$ cat src/rtl/ipw_defines.vh
`ifndef IPW_DEFINES_VH
`define IPW_DEFINES_VH

// I/O port addresses of the index/data pair
`define IPW_PORT_INDEX 16'h002E
`define IPW_PORT_DATA 16'h002F

// Keys written to the index port
`define IPW_KEY_UNLOCK 8'h87
`define IPW_KEY_LOCK 8'hAA

// Register indices
`define IPW_REG_FUNC_SEL 8'h07
`define IPW_REG_ACTIVATE 8'h30
`define IPW_REG_UNIT 8'hF0
`define IPW_REG_COUNT 8'hF1
`define IPW_REG_CTRL 8'hF2

// Function number of the watchdog
`define IPW_FUNC_WATCHDOG 8'h08

// Field positions
`define IPW_ACT_EN_BIT 0
`define IPW_UNIT_MIN_BIT 3
`define IPW_CTRL_MOUSE_BIT 7
`define IPW_CTRL_KBD_BIT 6
`define IPW_CTRL_FORCE_BIT 5
`define IPW_CTRL_STAT_BIT 4

// Reset values
`define IPW_RST_COUNT 8'h00
`define IPW_RST_UNIT 8'h00
`define IPW_RST_CTRL 8'h00

// Timing
`define IPW_CLK_HZ 25000000
`define IPW_TICK_PERIOD_S 1
`define IPW_TICK_CYCLES (`IPW_CLK_HZ * `IPW_TICK_PERIOD_S)
`define IPW_SEC_PER_MIN 60

`endif

$ cat src/rtl/ipw_watchdog.v
`timescale 1ns/1ps
// Functional notes
// - Index port then data port register access
// - Double unlock key opens configuration
// - Lock key closes configuration
// - Function select picks watchdog registers
// - Activation bit enables; disabled after reset
// - Unit bit 3: seconds or minutes
// - Zero count stops; nonzero sets length
// - Interval one to 255 units
// - Expiry drives interrupt or reset output
// - Count write restarts countdown
// - Control bit 7: mouse reloads timer
// - Control bit 6: keyboard reloads timer
// - Control bit 5 forces timeout while activation bit is set, self-clears
// - Control bit 4 reads timeout status
`include "ipw_defines.vh"

module ipw_watchdog #(
    parameter integer TICK_CYCLES = `IPW_TICK_CYCLES,
    parameter integer PULSE_CYCLES = 16
) (
    input wire sys_clk_in,
    input wire arst_n_in,
    input wire [15:0] io_addr_in,
    input wire [7:0] io_wdata_in,
    input wire io_wr_in,
    input wire io_rd_in,
    input wire mouse_act_in,
    input wire kbd_act_in,
    input wire action_reset_in,
    output reg [7:0] io_rdata_out,
    output wire unlocked_out,
    output wire timeout_output_out,
    output wire timeout_irq_out,
    output wire timeout_rst_n_out
);

    ////////////////////////////////////////////////////////////////////////
    // Configuration access

    reg [7:0] index_q;
    reg key_seen_q;
    reg unlocked_q;
    reg [7:0] func_q;
    reg enable_q;
    reg [7:0] unit_q;
    reg [7:0] reload_q;
    reg [7:0] count_q;
    reg mouse_en_q;
    reg kbd_en_q;
    reg status_q;
    reg [7:0] pulse_q;

    wire idx_wr = io_wr_in && (io_addr_in == `IPW_PORT_INDEX);
    wire dat_wr = io_wr_in && (io_addr_in == `IPW_PORT_DATA);
    wire dat_rd = io_rd_in && (io_addr_in == `IPW_PORT_DATA);
    wire wd_sel = unlocked_q && (func_q == `IPW_FUNC_WATCHDOG);

    function reg_hit;
        input [7:0] idx;
        input [7:0] reg_idx;
        begin
            reg_hit = (idx == reg_idx);
        end
    endfunction

    wire wr_act = dat_wr && wd_sel && reg_hit(index_q, `IPW_REG_ACTIVATE);
    wire wr_unit = dat_wr && wd_sel && reg_hit(index_q, `IPW_REG_UNIT);
    wire wr_cnt = dat_wr && wd_sel && reg_hit(index_q, `IPW_REG_COUNT);
    wire wr_ctrl = dat_wr && wd_sel && reg_hit(index_q, `IPW_REG_CTRL);
    wire force_to = wr_ctrl && io_wdata_in[`IPW_CTRL_FORCE_BIT];

    always @(posedge sys_clk_in or negedge arst_n_in) begin
        if (!arst_n_in) begin
            index_q <= 8'h00;
            key_seen_q <= 1'b0;
            unlocked_q <= 1'b0;
            func_q <= 8'h00;
        end else begin
            if (idx_wr) begin
                if (!unlocked_q) begin
                    // Any other byte between the two keys breaks the pair
                    key_seen_q <= (io_wdata_in == `IPW_KEY_UNLOCK) && !key_seen_q;
                    if (key_seen_q && io_wdata_in == `IPW_KEY_UNLOCK) begin
                        unlocked_q <= 1'b1;
                    end
                end else if (io_wdata_in == `IPW_KEY_LOCK) begin
                    unlocked_q <= 1'b0;
                    key_seen_q <= 1'b0;
                end else begin
                    index_q <= io_wdata_in;
                end
            end
            if (dat_wr && unlocked_q && reg_hit(index_q, `IPW_REG_FUNC_SEL)) begin
                func_q <= io_wdata_in;
            end
        end
    end

    ////////////////////////////////////////////////////////////////////////
    // Watchdog registers

    always @(posedge sys_clk_in or negedge arst_n_in) begin
        if (!arst_n_in) begin
            enable_q <= 1'b0;
            unit_q <= `IPW_RST_UNIT;
            reload_q <= `IPW_RST_COUNT;
            mouse_en_q <= 1'b0;
            kbd_en_q <= 1'b0;
        end else begin
            if (wr_act) begin
                enable_q <= io_wdata_in[`IPW_ACT_EN_BIT];
            end
            if (wr_unit) begin
                unit_q <= io_wdata_in;
            end
            if (wr_cnt) begin
                reload_q <= io_wdata_in;
            end
            if (wr_ctrl) begin
                mouse_en_q <= io_wdata_in[`IPW_CTRL_MOUSE_BIT];
                kbd_en_q <= io_wdata_in[`IPW_CTRL_KBD_BIT];
            end
        end
    end

    always @* begin
        io_rdata_out = 8'h00;
        if (dat_rd && unlocked_q) begin
            case (index_q)
                `IPW_REG_FUNC_SEL: io_rdata_out = func_q;
                `IPW_REG_ACTIVATE: io_rdata_out = wd_sel ? {7'd0, enable_q} : 8'h00;
                `IPW_REG_UNIT: io_rdata_out = wd_sel ? unit_q : 8'h00;
                `IPW_REG_COUNT: io_rdata_out = wd_sel ? count_q : 8'h00;
                `IPW_REG_CTRL: io_rdata_out = wd_sel ?
                    {mouse_en_q, kbd_en_q, 1'b0, status_q, 4'h0} : 8'h00;
                default: io_rdata_out = 8'h00;
            endcase
        end
    end

    ////////////////////////////////////////////////////////////////////////
    // Countdown

    wire act_reload = (mouse_en_q && mouse_act_in) || (kbd_en_q && kbd_act_in);
    wire restart = wr_cnt || act_reload;
    wire unit_tick;

    ipw_tick_gen #(
        .TICK_CYCLES(TICK_CYCLES),
        .SEC_PER_MIN(`IPW_SEC_PER_MIN)
    ) u_tick (
        .sys_clk_in(sys_clk_in),
        .arst_n_in(arst_n_in),
        .restart_in(restart),
        .minutes_in(unit_q[`IPW_UNIT_MIN_BIT]),
        .unit_tick_out(unit_tick)
    );

    wire expire = enable_q && unit_tick && (count_q == 8'h01);
    wire fire = enable_q && (expire || force_to);

    always @(posedge sys_clk_in or negedge arst_n_in) begin
        if (!arst_n_in) begin
            count_q <= `IPW_RST_COUNT;
            status_q <= 1'b0;
            pulse_q <= 8'h00;
        end else begin
            if (wr_cnt) begin
                count_q <= io_wdata_in;
            end else if (act_reload) begin
                count_q <= reload_q;
            end else if (enable_q && unit_tick && count_q != 8'h00) begin
                count_q <= count_q - 8'h01;
            end
            // Set wins over the clear from a count write
            if (fire) begin
                status_q <= 1'b1;
            end else if (wr_cnt) begin
                status_q <= 1'b0;
            end
            if (fire) begin
                pulse_q <= PULSE_CYCLES[7:0];
            end else if (pulse_q != 8'h00) begin
                pulse_q <= pulse_q - 8'h01;
            end
        end
    end

    // Stretched pulse so a slow reset controller sees it
    assign timeout_output_out = (pulse_q != 8'h00);
    assign timeout_irq_out = timeout_output_out && !action_reset_in;
    assign timeout_rst_n_out = !(timeout_output_out && action_reset_in);
    assign unlocked_out = unlocked_q;

endmodule // ipw_watchdog

$ cat src/rtl/ipw_tick_gen.v
`timescale 1ns/1ps
`include "ipw_defines.vh"

module ipw_tick_gen #(
    parameter integer TICK_CYCLES = `IPW_TICK_CYCLES,
    parameter integer SEC_PER_MIN = `IPW_SEC_PER_MIN
) (
    input wire sys_clk_in,
    input wire arst_n_in,
    input wire restart_in,
    input wire minutes_in,
    output wire unit_tick_out
);

    reg [24:0] presc_q;
    reg [5:0] sec_q;
    wire sec_tick;

    // Prescaler restarts with the timer, so the first unit is a full one
    assign sec_tick = (presc_q == TICK_CYCLES[24:0] - 25'd1);
    assign unit_tick_out = minutes_in ?
        (sec_tick && sec_q == SEC_PER_MIN[5:0] - 6'd1) : sec_tick;

    always @(posedge sys_clk_in or negedge arst_n_in) begin
        if (!arst_n_in) begin
            presc_q <= 25'd0;
            sec_q <= 6'd0;
        end else if (restart_in) begin
            presc_q <= 25'd0;
            sec_q <= 6'd0;
        end else if (sec_tick) begin
            presc_q <= 25'd0;
            if (sec_q == SEC_PER_MIN[5:0] - 6'd1) begin
                sec_q <= 6'd0;
            end else begin
                sec_q <= sec_q + 6'd1;
            end
        end else begin
            presc_q <= presc_q + 25'd1;
        end
    end

endmodule // ipw_tick_gen

$ cat config.mk
export PLATFORM = sky130hd
export DESIGN_NAME = ipw_watchdog
export DESIGN_NICKNAME = d
export VERILOG_FILES = /design/src/rtl/ipw_watchdog.v /design/src/rtl/ipw_tick_gen.v
export VERILOG_INCLUDE_DIRS = /design/src /design/src/rtl
export SDC_FILE = /design/constraint.sdc
export NUM_CORES = 1
export LEC_CHECK = 0
export ABC_AREA = 0
export ABC_CLOCK_PERIOD_IN_PS = 7200
export BUFFER_PORTS_ARGS = -buffer_cell sky130_fd_sc_hd__buf_2
export CORE_AREA = 3 3 93 95
export DETAILED_ROUTE_END_ITERATION = 12
export DIE_AREA = 0 0 96 98
export GPL_TIMING_DRIVEN = 0
export PLACE_DENSITY_LB_ADDON = 0.12
export SYNTH_ARGS = -nofsm -noshare
export SYNTH_HDL_FRONTEND = slang
export SYNTH_SLANG_ARGS = --single-unit
$ cat constraint.sdc
create_clock -name sys_clk_in -period 7.2 [get_ports sys_clk_in]
set_input_delay 0.36 -clock sys_clk_in [delete_from_list [all_inputs] [get_ports sys_clk_in]]
set_output_delay 0.36 -clock sys_clk_in [all_outputs]
set_load 0.05 [all_outputs]
==> metrics.md <==
| Metric | Value |
|---|---|
| Initial core utilization | 0.5958 |
| Critical path arrival | 2.82 ns |
| Cell Count, Final, Fillers Out | 644 |
| CTS max path bufs | 2 |
| Worst r2r dst | count_q[1] |
| Reg power frac | 0.538 |
| H-tree depth | 3 |
| Fin Setup TNS | 0 ns |
| CTS buffer count | 9 |
| Seq/Total Area, Yosys | 0.4572 |
| Cell leakage power | 2.376 nW |
| Final setup margin | 4.020 ns |
| Multi-input logic area | 2420 um^2 |
| Post_cts resized | 0 |
| Combinational Power Share | 0.034 |
| Ports | 43 |
| Register area | 2127 um^2 |
| Port Buffer Count | 42 |
| Ratio of cells with drive above 1 in the final layout | 0.1771 |
| Post-synth EDFFs | 0 |
| Synth area leader | dfrtp_1 |
| Dpl cells | 627 |
| Drt first-iter violations | 225 |
| R2R depth | 6 |
| Least-Margin Pin Slew | 1.105 ns |
| FF-to-FF Start | u_tick.presc_q[10] |
| Largest net degree at the start of global routing | 74 |
| CTS Sinks | 85 |
| Asr flop ratio synth | 1.000 |
| Die width | 96 um |
| Nets | 574 |
| # diodes | 0 |
| CTS tree | built |
| Min-Delay Endpoint | reload_q[4] |
| Core area | 7807 um^2 |
| Number of global-route vias before repair | 3752 |
| Flops & latches, synth | 85 |
| Yosys warning count | 0 |
| Crit-path max FO | 9 |
| Wire per inst | 16.98 um |
| Layout fillers | 661 |
| Final WL | 10930 um |
| Hold depth | 3 |
| Mapped Area | 4652 um^2 |
| Gate Count Post-Synth | 482 |
| Fmax | 314.5 MHz |
| Remaining Overflow, GRT | 0 |
| Syn Area/Cell | 9.651 um^2 |
| Post-synth cell types | 52 |
| Fin. Hold Viols | 0 |
| Top_reg_cell synth | dfrtp_1 |
| Psw | 0.1945 mW |
| Status | completed |
| First-pass detailed-route iteration total | 6 |
| Initial antenna violation count | 0 |
| Top cells by area, synth | dfrtp_1 (46%), mux2_2 (6.3%), nor2_1 (4.8%), nand2_1 (3.4%), xor2_1 (3.2%) |
| Clk_skew | 0.01235 ns |
| HPWL after DPL | 7945 um |
| Setup Crit Path Kind | flop to output port |
| Min-delay src | io_wdata_in[4] |
| Unrepaired setup endpoints after global routing | no |
| Path type of the worst min-delay path | input port to flop |
| DRC viols | 0 |
| Switching Share | 0.2196 |
| VDD IR-drop max | 0.1152 mV |
| Routed vias/inst | 6.070 |
| Max-Cap Viols | 0 |
| GRT Total Usage | 0.2463 |
| Area Overhead vs Synth | 13.07% |
| Final period util | 0.4417 |
| Root buffer cell | clkbuf_8 |
| Final setup viols | 0 |
| Row count | 32 |
| Post-synth top area share | 0.4572 |
| Global-route wire length before repair | 18380 um |
| Worst-skew pair later-pin latency | 0.36 ns |
| R2R Setup Slk | 4.45 ns |
| Final slew viol count | 0 |
| Min Clock Period, post-route | 3.180 ns |
| Pint | 0.6911 mW |
| GP Congestion | 0.8638 |
| Clock Pin Slew Worst Setup and Hold Paths | 0.08 ns |
| Post-route ant nets | 0 |
| CP Launch Type | flop |
| DIE AREA | 9408 um^2 |
| Clock group share of total power | 0.427 |
| Setup slack at placement | 4.074 ns |
| Worst slew margin | 0.2578 |
| Vias after detailed routing | 3909 |
| Syn nets | 519 |
| Worst Path Required | 6.84 ns |
| PwrDens | 168.4 nW/um^2 |
| Critical Path Sink Type | output port |
| Die height | 98 um |
==> cell type report <==
type | instances | share of cell area
plain buffers | 14 | 0.01261
clock buffers | 10 | 0.02617
clock inverters | 6 | 0.01641
inverters | 12 | 0.008563
multi-input cells | 371 | 0.4600
flip-flops and latches | 85 | 0.4044
well taps | 102 | 0.02426
repair buffers | 44 | 0.04757
==> cell usage after synthesis, drive strengths merged, types with 11 or more instances <==
cell type,n
inv,12
o21ai,11
mux2,26
a21oi,22
xnor2,13
xor2,17
nand4,14
nand3,28
nor3,12
nor2,60
nor4,14
dfrtp,85
nand2,42
==> worst max-delay path by stage <==
stage	from	to	cells past startpoint
floorplan	index_q[3]	io_rdata_out[0]	5
global placement	index_q[3]	io_rdata_out[6]	6
detailed placement	index_q[3]	io_rdata_out[7]	6
CTS	index_q[3]	io_rdata_out[0]	6
global route	index_q[2]	io_rdata_out[0]	7
finish	index_q[3]	io_rdata_out[0]	7
==> logic make-up (layout without fill, tap and decap cells) <==
| logic type | count (synthesis) | in the layout | share of synthesized area |
|---|---|---|---|
| flops | 85 | 85 | 0.4572 |
| xor+xnor | 30 | 30 | 0.05648 |
| buf+inv | 26 | 86 | 0.02394 |
| simple gates | 233 | 233 | 0.2657 |
| mux | 29 | 29 | 0.06939 |
| fa+ha+maj | 6 | 6 | 0.01614 |
| compound gates | 73 | 73 | 0.1111 |
==> flip-flops by register name, indices dropped and copies added, names as in the netlist <==
register and cells:
u_tick.presc_q 25, reload_q 8, func_q 8, u_tick.sec_q 6, unit_q 8, count_q 8
mouse_en_q 1, pulse_q 8, kbd_en_q 1, index_q 8, enable_q 1, key_seen_q 1
status_q 1, unlocked_out 1
==> layer usage <==
layer / wire (um) / track usage
met5: 0 / 0
met4: 199 / 0.07440
met3: 580 / 0.03082
met2: 5111 / 0.3792
met1: 5040 / 0.3619
==> stage by stage <==
step	hold slack, ns	util	power, mW	cell area, um^2
global route	0.3022	0.6737	0.9134	5260
global placement	0.4428	0.6391	0.5137	4990
finish	0.3015	0.6737	0.8856	5260
floorplan	0.06441	-	0.4898	4652
CTS	0.2932	0.6729	0.8909	5254
detailed placement	0.2277	0.6429	0.5166	5020
==> power groups by stage <==
stage	clock network, mW	logic (mW)	registers (mW)
floorplan	0	0.00320	0.487
global placement	0	0.0272	0.486
detailed placement	0	0.0302	0.486
CTS	0.383	0.0307	0.477
global route	0.403	0.0336	0.477
finish	0.378	0.0304	0.477
==> critical path, stage by stage, from the launching register on <==
cell	delay [ns]
dfrtp_1	0.42
nor4bb_1	0.49
and3_1	0.24
clkbuf_1	0.34
a2111o_1	0.19
nand3_1	0.23
a21oi_1	0.26
buf_2	0.30
==> cell usage in the layout (no fill, tap or decap), types with 3 or more instances in the layout <==
master	instances
a22oi_1	5
nand3_1	28
inv_1	12
ha_1	6
mux2i_1	3
nor4bb_1	4
nor2b_1	8
nor4_1	13
a2bb2oi_1	8
mux2_2	26
clkbuf_8	10
o31ai_1	5
nand3b_1	3
a21oi_1	22
a211oi_1	4
buf_2	46
and4b_1	3
a222oi_1	3
and3_1	6
or4_1	10
and2_1	7
nor3_1	12
dfrtp_1	85
nor2_1	60
xor2_1	17
nor4b_1	5
o21ai_0	11
clkbuf_1	8
or3_1	4
nand2_1	42
a21o_1	4
xnor2_1	13
nand4_1	14
==> repair_timing <==
action	4_1_cts	5_1_grt
setup buffers	0	0
endpoints found under the hold margin	12	0
setup endpoints to repair	0	0
hold buffers	1	0
(Power assumes the default switching activity.)
